### config.mk
export PLATFORM = sky130hd
export DESIGN_NAME = watchdog_timer_service
export DESIGN_NICKNAME = d
export VERILOG_FILES = /design/src/inc/watchdog_pkg.sv /design/src/rtl/watchdog_tick_sync.sv /design/src/rtl/watchdog_timer_service.sv
export VERILOG_INCLUDE_DIRS = /design/src /design/src/inc
export SDC_FILE = /design/constraint.sdc
export NUM_CORES = 1
export LEC_CHECK = 0
export BUFFER_PORTS_ARGS = -buffer_cell sky130_fd_sc_hd__buf_2
export CELL_PAD_IN_SITES_DETAIL_PLACEMENT = 0
export CELL_PAD_IN_SITES_GLOBAL_PLACEMENT = 1
export CORE_ASPECT_RATIO = 0.5
export CORE_UTILIZATION = 43
export CTS_CLUSTER_DIAMETER = 150
export DETAILED_ROUTE_END_ITERATION = 8
export PLACE_DENSITY_LB_ADDON = 0.1
export SLEW_MARGIN = 10
export SYNTH_ARGS = -nofsm -noshare
export SYNTH_HDL_FRONTEND = slang
export SYNTH_SLANG_ARGS = --single-unit
### constraint.sdc
create_clock -name pclk -period 5.6 [get_ports pclk]
set_input_delay 0.84 -clock pclk [delete_from_list [all_inputs] [get_ports pclk]]
set_output_delay 0.84 -clock pclk [all_outputs]
set_load 0.02 [all_outputs]
### src/inc/watchdog_defines.svh
// Register offsets, field positions, reset values and timeout exponents of the watchdog.
`ifndef WATCHDOG_DEFINES_SVH
`define WATCHDOG_DEFINES_SVH

`define ADDR_BITS 13
`define CONTROL_OFFSET 13'h1100
`define SERVICE_OFFSET 13'h1104
`define STATUS_OFFSET 13'h1108

`define CONTROL_RESET 8'h0c
`define CONTROL_SOURCE_HI 7
`define CONTROL_SOURCE_LO 6
`define CONTROL_DEBUG_BIT 5
`define CONTROL_STOP_BIT 4
`define CONTROL_TIMEOUT_HI 3
`define CONTROL_TIMEOUT_LO 2
`define CONTROL_RANGE_BIT 1
`define CONTROL_WINDOW_BIT 0

`define UNLOCK_FIRST 8'h55
`define UNLOCK_SECOND 8'haa

`define COUNT_BITS 18
`define SHIFT_SHORT_1 5'd5
`define SHIFT_SHORT_2 5'd8
`define SHIFT_SHORT_3 5'd10
`define SHIFT_LONG_1 5'd13
`define SHIFT_LONG_2 5'd16
`define SHIFT_LONG_3 5'd18

`define STATUS_LOCKED_BIT 0
`define STATUS_ARMED_BIT 1
`define STATUS_WINDOW_BIT 2
`define STATUS_TIMEOUT_BIT 3
`define STATUS_SERVICE_ERR_BIT 4
`define STATUS_EARLY_BIT 5
`define STATUS_COUNT_LO 8
`define STATUS_COUNT_HI 25

`define SOURCE_COUNT 3

`endif

### src/inc/watchdog_pkg.sv
// Types shared by the watchdog modules.
package watchdog_pkg;

   typedef struct packed {
      logic [1:0] counter_clock_source;
      logic run_in_debug;
      logic run_in_stop;
      logic [1:0] timeout_select;
      logic timeout_range;
      logic windowed_enable;
   } control_type;

   typedef enum logic [1:0] {
      source_low_power,
      source_internal_reference,
      source_external_oscillator,
      source_bus
   } clock_source_type;

   typedef enum {
      await_first,
      await_second
   } service_state_type;

   typedef struct packed {
      logic timeout;
      logic bad_value;
      logic early_service;
   } reset_cause_type;

endpackage

### src/rtl/watchdog_tick_sync.sv
// Synchronises the slow source clocks and turns each rising edge into a one-cycle tick.
`include "watchdog_defines.svh"

module watchdog_tick_sync #(
   parameter int SOURCES = `SOURCE_COUNT
) (
   // Clock and reset.
   input wire logic pclk,
   input wire logic presetn,
   // Raw source clocks and their ticks.
   input wire logic [SOURCES-1:0] source_clock,
   output logic [SOURCES-1:0] source_tick
);

   genvar i;

   generate
      for (i = 0; i < SOURCES; i++) begin : gen_source
         logic meta;
         logic stable;
         logic previous;

         always_ff @(posedge pclk or negedge presetn) begin
            if (!presetn) begin
               meta <= 1'b0;
               stable <= 1'b0;
               previous <= 1'b0;
            end else begin
               meta <= source_clock[i];
               stable <= meta;
               previous <= stable;
            end
         end

         assign source_tick[i] = stable & ~previous;
      end
   endgenerate

endmodule

### src/rtl/watchdog_timer_service.sv
// Watchdog timer with write-once control, unlock service register and APB access.
//
// Behaviour
// RQ1: Only the first control write after reset is taken; it also clears the counter.
// RQ2: Bits 7-6 pick counter clock: low-power, internal reference, external, bus.
// RQ3: Run-in-debug bit 5 clear holds counter reset during debug mode.
// RQ4: Run-in-stop bit 4 clear holds counter reset during stop mode.
// RQ5: Timeout field 0 disables; 1..3 give 2^5/8/10 or 2^13/16/18 cycles.
// RQ6: Range bit 1 picks short range when 0, long range when 1.
// RQ7: Windowed long range: service before final quarter forces reset at once.
// RQ8: Service register is write-only; reads answer with a bus error.
// RQ9: Writing 0x55 then 0xaa clears counter and restarts the timeout.
// RQ10: Any other value written to service register forces an immediate reset.
// RQ11: Counter reaching the selected timeout forces a system reset.
// RQ12: After reset watchdog runs on low-power clock with longest short timeout.
// RQ13: Counter advances once per synchronised source clock edge, compared to timeout.
`include "watchdog_defines.svh"

module watchdog_timer_service
   import watchdog_pkg::*;
#(
   parameter int COUNT_WIDTH = `COUNT_BITS
) (
   // Clock and reset.
   input wire logic pclk,
   input wire logic presetn,
   // APB slave.
   input wire logic psel,
   input wire logic penable,
   input wire logic pwrite,
   input wire logic [`ADDR_BITS-1:0] paddr,
   input wire logic [31:0] pwdata,
   output logic [31:0] prdata,
   output logic pready,
   output logic pslverr,
   // Counter source clocks.
   input wire logic low_power_oscillator,
   input wire logic internal_reference_clock,
   input wire logic external_oscillator_clock,
   // Chip mode.
   input wire logic debug_mode,
   input wire logic stop_mode,
   // Reset request.
   output logic system_reset_request
);

   // Configuration and counter state.
   control_type control;
   logic locked;
   service_state_type service_state;
   logic [COUNT_WIDTH-1:0] counter;
   reset_cause_type cause;

   // Counter control.
   logic [`SOURCE_COUNT-1:0] source_tick;
   logic count_tick;
   logic held;
   logic enabled;
   logic [4:0] shift;
   logic [COUNT_WIDTH:0] limit;
   logic [COUNT_WIDTH:0] window_start;
   logic [COUNT_WIDTH:0] next_count;
   logic window_open;
   logic windowed;

   // Bus decode and service checks.
   logic setup;
   logic access;
   logic hit_control;
   logic hit_service;
   logic hit_status;
   logic mapped;
   logic control_write;
   logic service_write;
   logic [7:0] service_value;
   logic service_done;
   logic bad_value;
   logic early_service;
   logic timeout;
   logic [31:0] next_rdata;

   // Derived controls and the status word.
   logic [31:0] status_word;
   logic restart;
   logic counting;
   logic count_done;
   logic debug_hold;
   logic stop_hold;
   logic fault;
   logic service_first;
   logic service_second;

   // Address decode and bus phases.
   assign setup = psel & ~penable;
   assign access = psel & penable;
   assign hit_control = (paddr == `CONTROL_OFFSET);
   assign hit_service = (paddr == `SERVICE_OFFSET);
   assign hit_status = (paddr == `STATUS_OFFSET);
   assign mapped = hit_control | hit_service | hit_status;

   // Every transfer completes in its first access cycle.
   assign pready = 1'b1;

   // Reading the service register, touching an unmapped word or writing the read-only status word is refused.
   always_comb begin
      pslverr = 1'b0;
      if (access) begin
         if (!mapped) begin
            pslverr = 1'b1;
         end else if (hit_service && !pwrite) begin
            pslverr = 1'b1; // [RQ8]
         end else if (hit_status && pwrite) begin
            pslverr = 1'b1;
         end
      end
   end

   // Register write strobes and the service byte.
   assign control_write = access & pwrite & hit_control;
   assign service_write = access & pwrite & hit_service;
   assign service_value = pwdata[7:0];

   // Source clock synchronisers.
   watchdog_tick_sync #(
      .SOURCES(`SOURCE_COUNT)
   ) u_tick_sync (
      .pclk(pclk),
      .presetn(presetn),
      .source_clock({external_oscillator_clock, internal_reference_clock,
                     low_power_oscillator}),
      .source_tick(source_tick)
   );

   // Counter clock selection.
   always_comb begin
      case (clock_source_type'(control.counter_clock_source))
         source_low_power: begin
            count_tick = source_tick[0]; // [RQ2] [RQ13]
         end
         source_internal_reference: begin
            count_tick = source_tick[1]; // [RQ2] [RQ13]
         end
         source_external_oscillator: begin
            count_tick = source_tick[2]; // [RQ2] [RQ13]
         end
         source_bus: begin
            count_tick = 1'b1; // [RQ2]
         end
         default: begin
            count_tick = 1'b0;
         end
      endcase
   end

   // Timeout length from the timeout field and the range bit.
   always_comb begin
      case ({control.timeout_range, control.timeout_select})
         3'b001: begin
            shift = `SHIFT_SHORT_1; // [RQ5] [RQ6]
         end
         3'b010: begin
            shift = `SHIFT_SHORT_2; // [RQ5] [RQ6]
         end
         3'b011: begin
            shift = `SHIFT_SHORT_3; // [RQ5] [RQ6]
         end
         3'b101: begin
            shift = `SHIFT_LONG_1; // [RQ5] [RQ6]
         end
         3'b110: begin
            shift = `SHIFT_LONG_2; // [RQ5] [RQ6]
         end
         3'b111: begin
            shift = `SHIFT_LONG_3; // [RQ5] [RQ6]
         end
         default: begin
            shift = 5'd0;
         end
      endcase
   end

   // Timeout count as a power of two, one bit wider than the counter.
   assign limit = (COUNT_WIDTH+1)'(1) << shift;

   // The window opens once three quarters of the timeout have passed.
   assign window_start = limit - (limit >> 2); // [RQ7]
   assign window_open = ({1'b0, counter} >= window_start);
   assign windowed = control.windowed_enable & control.timeout_range; // [RQ7]

   // Field value zero switches the counter, its timeout and the window check off.
   assign enabled = (control.timeout_select != 2'b00); // [RQ5]

   // Debug and stop modes hold the counter at zero unless allowed to run.
   assign debug_hold = debug_mode & ~control.run_in_debug; // [RQ3]
   assign stop_hold = stop_mode & ~control.run_in_stop; // [RQ4]
   assign held = debug_hold | stop_hold;

   // Next count, one bit wider so that the last step of the period is seen.
   assign next_count = {1'b0, counter} + (COUNT_WIDTH+1)'(1);

   // Service value checks.
   assign service_first = (service_value == `UNLOCK_FIRST);
   assign service_second = (service_value == `UNLOCK_SECOND);
   assign bad_value = service_write & ~service_first & ~service_second; // [RQ10]
   assign early_service = service_write & enabled & windowed & ~window_open; // [RQ7]
   assign service_done = service_write & service_second
                       & (service_state == await_second); // [RQ9]

   // Counting steps and the last step of the period.
   assign counting = enabled & ~held & count_tick; // [RQ13]
   assign count_done = (next_count >= limit);
   assign timeout = counting & count_done; // [RQ11]
   assign fault = timeout | bad_value | early_service;

   // Every event that restarts the timeout period from zero.
   always_comb begin
      restart = 1'b0;
      if (control_write && !locked) begin
         restart = 1'b1; // [RQ1]
      end
      if (!enabled || held) begin
         restart = 1'b1; // [RQ3] [RQ4] [RQ5]
      end
      if (service_done) begin
         restart = 1'b1; // [RQ9]
      end
   end

   // Write-once control register with its lock flag.
   always_ff @(posedge pclk or negedge presetn) begin
      if (!presetn) begin
         control <= control_type'(`CONTROL_RESET); // [RQ12]
      end else if (control_write && !locked) begin
         control <= control_type'(pwdata[7:0]); // [RQ1]
      end
   end

   // Any control write, taken or not, keeps the register closed.
   always_ff @(posedge pclk or negedge presetn) begin
      if (!presetn) begin
         locked <= 1'b0;
      end else if (control_write) begin
         locked <= 1'b1; // [RQ1]
      end
   end

   // Unlock sequence tracker.
   always_ff @(posedge pclk or negedge presetn) begin
      if (!presetn) begin
         service_state <= await_first;
      end else if (service_write) begin
         case (service_state)
            await_first: begin
               if (service_value == `UNLOCK_FIRST) begin
                  service_state <= await_second; // [RQ9]
               end
            end
            await_second: begin
               if (service_value != `UNLOCK_FIRST) begin
                  service_state <= await_first; // [RQ9]
               end
            end
            default: begin
               service_state <= await_first;
            end
         endcase
      end
   end

   // Watchdog counter.
   always_ff @(posedge pclk or negedge presetn) begin
      if (!presetn) begin
         counter <= '0;
      end else if (restart) begin
         counter <= '0; // [RQ1] [RQ9]
      end else if (counting && !count_done) begin
         counter <= next_count[COUNT_WIDTH-1:0]; // [RQ13]
      end
   end

   // Reset causes stay set until the system reset arrives.
   always_ff @(posedge pclk or negedge presetn) begin
      if (!presetn) begin
         cause <= '0;
      end else begin
         if (timeout) begin
            cause.timeout <= 1'b1; // [RQ11]
         end
         if (bad_value) begin
            cause.bad_value <= 1'b1; // [RQ10]
         end
         if (early_service) begin
            cause.early_service <= 1'b1; // [RQ7]
         end
      end
   end

   // The reset request stays up until the system reset arrives.
   always_ff @(posedge pclk or negedge presetn) begin
      if (!presetn) begin
         system_reset_request <= 1'b0;
      end else if (fault) begin
         system_reset_request <= 1'b1; // [RQ7] [RQ10] [RQ11]
      end
   end

   // Status word: lock, unlock progress, window, reset causes and the count.
   always_comb begin
      status_word = 32'h0000_0000;
      status_word[`STATUS_LOCKED_BIT] = locked;
      status_word[`STATUS_ARMED_BIT] = (service_state == await_second);
      status_word[`STATUS_WINDOW_BIT] = window_open;
      status_word[`STATUS_TIMEOUT_BIT] = cause.timeout;
      status_word[`STATUS_SERVICE_ERR_BIT] = cause.bad_value;
      status_word[`STATUS_EARLY_BIT] = cause.early_service;
      status_word[`STATUS_COUNT_HI:`STATUS_COUNT_LO] = counter;
   end

   // Read data is prepared during the setup cycle.
   always_comb begin
      next_rdata = 32'h0000_0000;
      if (hit_control) begin
         next_rdata[7:0] = control;
      end else if (hit_status) begin
         next_rdata = status_word;
      end
   end

   // The read register holds its word through the access cycle.
   always_ff @(posedge pclk or negedge presetn) begin
      if (!presetn) begin
         prdata <= 32'h0000_0000;
      end else if (setup && !pwrite) begin
         prdata <= next_rdata; // [RQ8]
      end else if (setup) begin
         prdata <= 32'h0000_0000;
      end
   end

endmodule
* Yosys cells after proc, flatten, opt, wreduce, memory -nomap -nowiden
Cells that the tools add are included.
** Storage, ports and cells
- Register bits after elaboration :: 104
- Logic and storage cells :: 118
- Input port bits :: 55
- Output and inout bits :: 35
** Operators by class
- Mux-type cells :: 19
- Add/sub/neg operators :: 2
- Reductions and logical operators :: 16
- Order comparisons :: 2
- Eq/ne operators :: 19
- Shift operators :: 1
- Bitwise logic cells :: 36
** Operators by type and width (number)
- two-way mux 32 bit :: 4
- case mux 32 bit (2 select lines) :: 1
- equality test 13 bit, second input constant :: 3
- two-way mux 18 bit :: 2
- equality test 32 x 1 -> 1 bit, second input constant :: 1
- equality test 32 x 2 -> 1 bit, second input constant :: 1
- zero test 32 bit :: 1
- case mux 5 bit (6 select lines) :: 1
- two-way mux 26 bit :: 1
- two-way mux 24 bit :: 1
- bitwise AND 1 bit :: 21
- adder 18 x 1 -> 19 bit, second input constant :: 1
- >= comparator 18 x 19 -> 1 bit :: 1
- >= comparator 19 bit :: 1
- left shift 1 x 5 -> 19 bit, first input constant :: 1
- subtractor 19 x 17 -> 19 bit :: 1
- NOT 1 bit :: 10
- equality test 3 bit, second input constant :: 3
- equality test 8 x 7 -> 1 bit, second input constant :: 1
- equality test 8 bit, second input constant :: 1
- two-way mux 8 bit :: 1
- != test 8 x 7 -> 1 bit, second input constant :: 1
- two-way mux 1 bit :: 7
- equality test 3 x 2 -> 1 bit, second input constant :: 2
- 12 further kinds :: 27

* Depth between registers and ports, before layout
- Word-level depth :: 9
- Depth in mapped cells :: 18

* Modules after synthesis
From an unflattened synthesis, not the netlist that was laid out.
** Second synthesis, totals
- Cells, all modules :: 527
- Area, all modules :: 4904.7 sq um
** By module, submodules not included
- watchdog_timer_service :: area each 4638.2 sq um, times used 1, cells each 515
- watchdog_tick_sync :: area each 266.5 sq um, times used 1, cells each 12

* Worst setup path after synthesis
Ideal clock, no wire load.
- Path kind :: reg-to-reg
- Start :: reg control[2] (netlist bit)
- End :: reg prdata[2]
- Library setup time :: 124 ps
- Stages on the path, launching flop included :: 16
- Arrival :: 3793 ps
- Setup slack :: 1683 ps
- Cells stage by stage :: dfstp_2 nand2_1 or2_2 ha_1 a21o_1 a211o_1 a221oi_1 nand2_1 xnor2_1 ha_1 a2111o_1 a2111oi_0 nand3_1 o221ai_1 nor4_1 a211o_1
** On the way
- Word-level cells in the longest chain between the ends :: 8
** RTL lines
- from (decl) :: RTL line watchdog_timer_service.sv:48 : control_type control;
- from (signal assigned) :: RTL line watchdog_timer_service.sv:232 : control <= control_type'(`CONTROL_RESET);
- from (signal assigned) :: RTL line watchdog_timer_service.sv:234 : control <= control_type'(pwdata[7:0]);
- equality test 3 bit (tied with other cells) :: RTL line watchdog_timer_service.sv:157 : case ({control.timeout_range, control.timeout_select})
- case mux 5 bit (6 select lines) :: RTL line watchdog_timer_service.sv:157
- left shift 1 x 5 -> 19 bit :: RTL line watchdog_timer_service.sv:183 : assign limit = (COUNT_WIDTH+1)'(1) << shift;
- subtractor 19 x 17 -> 19 bit :: RTL line watchdog_timer_service.sv:186 : assign window_start = limit - (limit >> 2);
- >= comparator 18 x 19 -> 1 bit :: RTL line watchdog_timer_service.sv:187 : assign window_open = ({1'b0, counter} >= window_start);
- two-way mux 26 bit :: RTL line watchdog_timer_service.sv:324 : end else if (hit_status) begin
- two-way mux 8 bit (*) :: RTL line watchdog_timer_service.sv:322 : if (hit_control) begin
- two-way mux 32 bit (*) :: RTL line watchdog_timer_service.sv:333 : end else if (setup && !pwrite) begin
- to (signal assigned) :: RTL line watchdog_timer_service.sv:334 : prdata <= next_rdata;
- to (decl) :: RTL line watchdog_timer_service.sv:33 : output logic [31:0] prdata,
Mark *: on every way between the ends. The rest lies on a longest branch, timed or not.
A chain may end at the register's enable or synchronous reset.

* Final worst setup path
- Start :: reg control[1] (netlist bit)
- End :: reg prdata[2]
** On the way
- Word-level cells in the longest chain between the ends :: 8
** RTL lines (RTL line)
- equality test 3 bit (tied with other cells) :: watchdog_timer_service.sv:157
- case mux 5 bit (6 select lines) (*) :: watchdog_timer_service.sv:157
- left shift 1 x 5 -> 19 bit (*) :: watchdog_timer_service.sv:183
- subtractor 19 x 17 -> 19 bit (*) :: watchdog_timer_service.sv:186
- >= comparator 18 x 19 -> 1 bit (*) :: watchdog_timer_service.sv:187
- two-way mux 26 bit (*) :: watchdog_timer_service.sv:324
- two-way mux 8 bit (*) :: watchdog_timer_service.sv:322
- two-way mux 32 bit (*) :: watchdog_timer_service.sv:333
Marks and branches as above.

==> metrics.md <==
| Metric | Value |
|---|---|
| Critical-path top delay cell | `o41ai_1` |
| CP Cell Sequence | `inv_1 -> nand3b_1 -> inv_1 -> ha_1 -> nor2_1 -> o21ai_0 -> nand3_1 -> o41ai_1 -> xnor2_1 -> ha_1 -> a2111o_1 -> a2111oi_0 -> nand3_1 -> o221ai_1 -> nor4_1 -> a211o_1` |
| Dpl ws | `between 1000 and 1500 ps` |
| Hold slack | `348.8 ps` |
| Max Cap Violations | `0` |
| ANT nets after route | `0` |
| First-pass GRT wire length | `18.84 mm` |
| Commonest non-fill, non-tap cells in the layout | `dfrtp_1 (65), buf_2 (58), ha_1 (51)` |
| Yosys top cell area share | `33.42%` |
| Fill cell count | `1,082` |
| Biggest cell delay along the critical path | `500 ps` |
| Register area share after synthesis | `34.50%` |
| Required time worst endpoint | `5820 ps` |
| Die ar. | `11,770 µm²` |
| Power, Total | `0.001200 W` |
| GRT overflow | `0` |
| RSZ-0062 raised after global routing | `no` |
| Min-Delay Path Depth | `0` |
| VDD IR-drop max | `0.1449 mV` |
| Largest net degree at the start of global routing | `68` |
| Row count | `27` |
| Met2 Use GR | `approximately 30%` |
| Yosys top cell by area | `dfrtp_1` |
| Max_slew headroom | `42.11%` |
| Core Area | `11,010 µm²` |
| Setup Skew | `10.71 ps` |
| RePlAce Congestion | `a little over 0.8` |
| Met3 global-route usage | `4.240%` |
| Syn_area_per_cell | `between 9 and 10 µm²` |
| Number of diodes | `0` |
| Syn Std Cell Area | `4867 µm²` |
| Placed Area | `about 5400 µm²` |
| Initial drt markers | `210` |
| Cell count after synthesis | `511` |
| Post-synth ARST share | `100.0%` |
| Worst-Margin Slew | `861.7 ps` |
| Synth-to-Final Area Change | `17.10%` |
| Delay-heaviest family, CP | `compound AO/OA/AOI/OAI gates` |
| Min Clock Period, post-route | `4535 ps` |
| Finished Cell Area | `5699 µm²` |
| Hold crit path type | `flop to flop` |
| Final TNS setup | `0 ps` |
| GR peak layer | `met1` |
| Worst setup margin | `1065 ps` |
| Critical path capture point type | `flop` |
| Startpoint type of the worst setup path | `flop` |
| Most common cell after layout, fill and taps aside | `dfrtp_1` |
| Status | `complete, no violations` |
| Worst path arrival time | `4750 ps` |
| Final wirelength | `11.27 mm` |
| Vias in the first global route | `3,765` |
| Critical path buffers and inverters | `2` |
| Clk_lat worst skew | `340 ps` |
| Worst R2R Start | `control[1]$_DFFE_PN0P_` |
| CTS tree | `yes` |
| Synth warnings | `0` |
| Main flop type after synthesis | `dfrtp_1` |
| DRC | `0` |
| Via count | `4,008` |
| Initial Util | `44.19%` |
| Die H | `77.23 µm` |
| CTS Hold Buffers Added | `0` |
| Avg WL per Cell | `14.99 µm` |
| Grt met1 use | `30.33%` |
| Seq cells post-synth | `67` |
| Final Hold Fails | `0` |
| Postcts setup bufs | `0` |
| Fin crit share | `80.99%` |
| R2R Path End | `prdata[2]$_DFFE_PN0P_` |
| Final nets | `709` |
| Cts bufs inserted | `9` |
| Number of synthesized flops with an enable pin | `0` |
| Top Ports | `90` |
| Max-slew violations | `0` |
| Initial antenna violation count | `0` |
| Worst-path fanout max | `7` |
| Share of layout cells above drive strength 1 | `17.30%` |
| DP Wirelength | `8.869 mm` |
| Vias per cell | `5.330` |
| Worst Hold End | `u_tick_sync.gen_source[1].stable$_DFF_PN0_` |
| R2R depth | `16` |
| Detailed Routing Iterations Pass 1 | `6` |
| Kind of critical path | `flop to flop` |
| Clock Tree Buf Depth | `2` |
| Top post-synthesis cells by area | `dfrtp_1 (33%), ha_1 (13%), xnor2_1 (3.8%)` |
| # setup viols final | `0` |
| Clock sink count | `67` |
| H-tree depth | `3` |
| # resized after CTS | `0` |
| Fmax | `about 220 MHz` |
| All-Layer GR Usage | `20.32%` |
| Die X-Extent | `around 150 µm` |
| Flop-to-flop setup slack | `approximately 1100 ps` |
| Pleak | `2.788 nW` |
| Clock Pin Slew Worst Setup and Hold Paths | `60 ps` |
| Pwr dens | `approximately 210 nW/µm²` |
| Synth unique cells | `75` |
| Hold_sp | `u_tick_sync.gen_source[1].meta$_DFF_PN0_` |
| Clock Tree Root | `clkbuf_16` |
| Port buffer count | `58` |
cells by family after synthesis:
family	count (synthesis)	synth area share, %
fa+ha+maj	52	13.52
compound gates	151	21.80
mux	9	2.031
simple gates	159	18.12
flops	67	34.50
buf+inv	37	3.753
other cells	2	0.1543
xor+xnor	34	6.118
layout make-up:
cell class / count / area [µm²] / share of cell area [%]
Clock inverter: 6 / 71.32 / 1.251
Clock buffer: 10 / 239.0 / 4.193
Multi-Input combinational cell: 446 / 3152 / 55.30
Timing Repair Buffer: 61 / 312.8 / 5.488
Tap cell: 145 / 181.4 / 3.183
Inverter: 17 / 63.81 / 1.120
Sequential cell: 67 / 1679 / 29.46
stage by stage:
| step | cells | util [%] |
|---|---|---|
| after floorplan | 550 | - |
| after global routing | 752 | 51.75 |
| after detailed placement | 736 | 48.93 |
| after CTS | 752 | 51.75 |
| final | 752 | 51.75 |
| after global placement | 736 | 48.93 |
how the worst max path moves through the flow:
stage	startpoint	end	slack, ps	cells past startpoint
finish	control[1]$_DFFE_PN0P_	prdata[2]$_DFFE_PN0P_	1060	16
global route	control[1]$_DFFE_PN0P_	prdata[2]$_DFFE_PN0P_	650	16
CTS	counter[1]$_DFFE_PN0P_	counter[9]$_DFFE_PN0P_	1060	15
detailed placement	counter[1]$_DFFE_PN0P_	counter[9]$_DFFE_PN0P_	1100	15
global placement	control[2]$_DFFE_PN1P_	prdata[2]$_DFFE_PN0P_	1060	15
floorplan	control[2]$_DFFE_PN1P_	prdata[2]$_DFFE_PN0P_	1680	15
flip-flops by register name (all words and copies together) (netlist names):
| signal | cells |
|---|---|
| service_state | 1 |
| u_tick_sync.gen_source.previous | 3 |
| system_reset_request | 1 |
| u_tick_sync.gen_source.meta | 3 |
| control | 8 |
| locked | 1 |
| u_tick_sync.gen_source.stable | 3 |
| prdata | 26 |
| counter | 18 |
| cause | 3 |
per-layer routing:
metal | wire (µm) | part of all wire [%]
met1 | 6058 | 54
met2 | 4549 | 40
met3 | 597 | 5.3
met4 | 68 | 0.60
met5 | 0 | 0
Yosys cell counts, types with 4 or more instances:
cell,number
nor4_1,5
or3_1,9
buf_2,5
a22oi_1,5
nand3b_1,6
a21boi_0,6
and3_1,5
a211oi_1,4
nand4_1,6
buf_4,8
nand2b_1,6
xor2_1,13
clkbuf_1,6
or2_2,5
dfrtp_1,65
nand2_1,41
or4bb_1,4
a21o_1,19
mux2_2,7
ha_1,51
o21ai_0,26
nand3_1,14
inv_1,16
nor2b_1,6
xnor2_1,21
o211ai_1,5
nor2_1,29
nor3_1,5
a21oi_1,33
a22o_1,17
worst register-to-register path: stages, from the launching register on:
cell       delay, ps
dfrtp_1          490
inv_1            190
nand3b_1         200
inv_1             60
ha_1             380
nor2_1            80
o21ai_0          310
nand3_1          220
o41ai_1          500
xnor2_1          120
ha_1             210
a2111o_1         370
a2111oi_0        480
nand3_1          180
o221ai_1         270
nor4_1           120
a211o_1          230
power breakdown:
part / internal [W] / switching [W]
combinational: 0.0000529 / 0.0000781
sequential: 0.000488 / 0.00000111
clock: 0.000360 / 0.000220
total: 0.000901 / 0.000300
(Power assumes the default switching activity.)
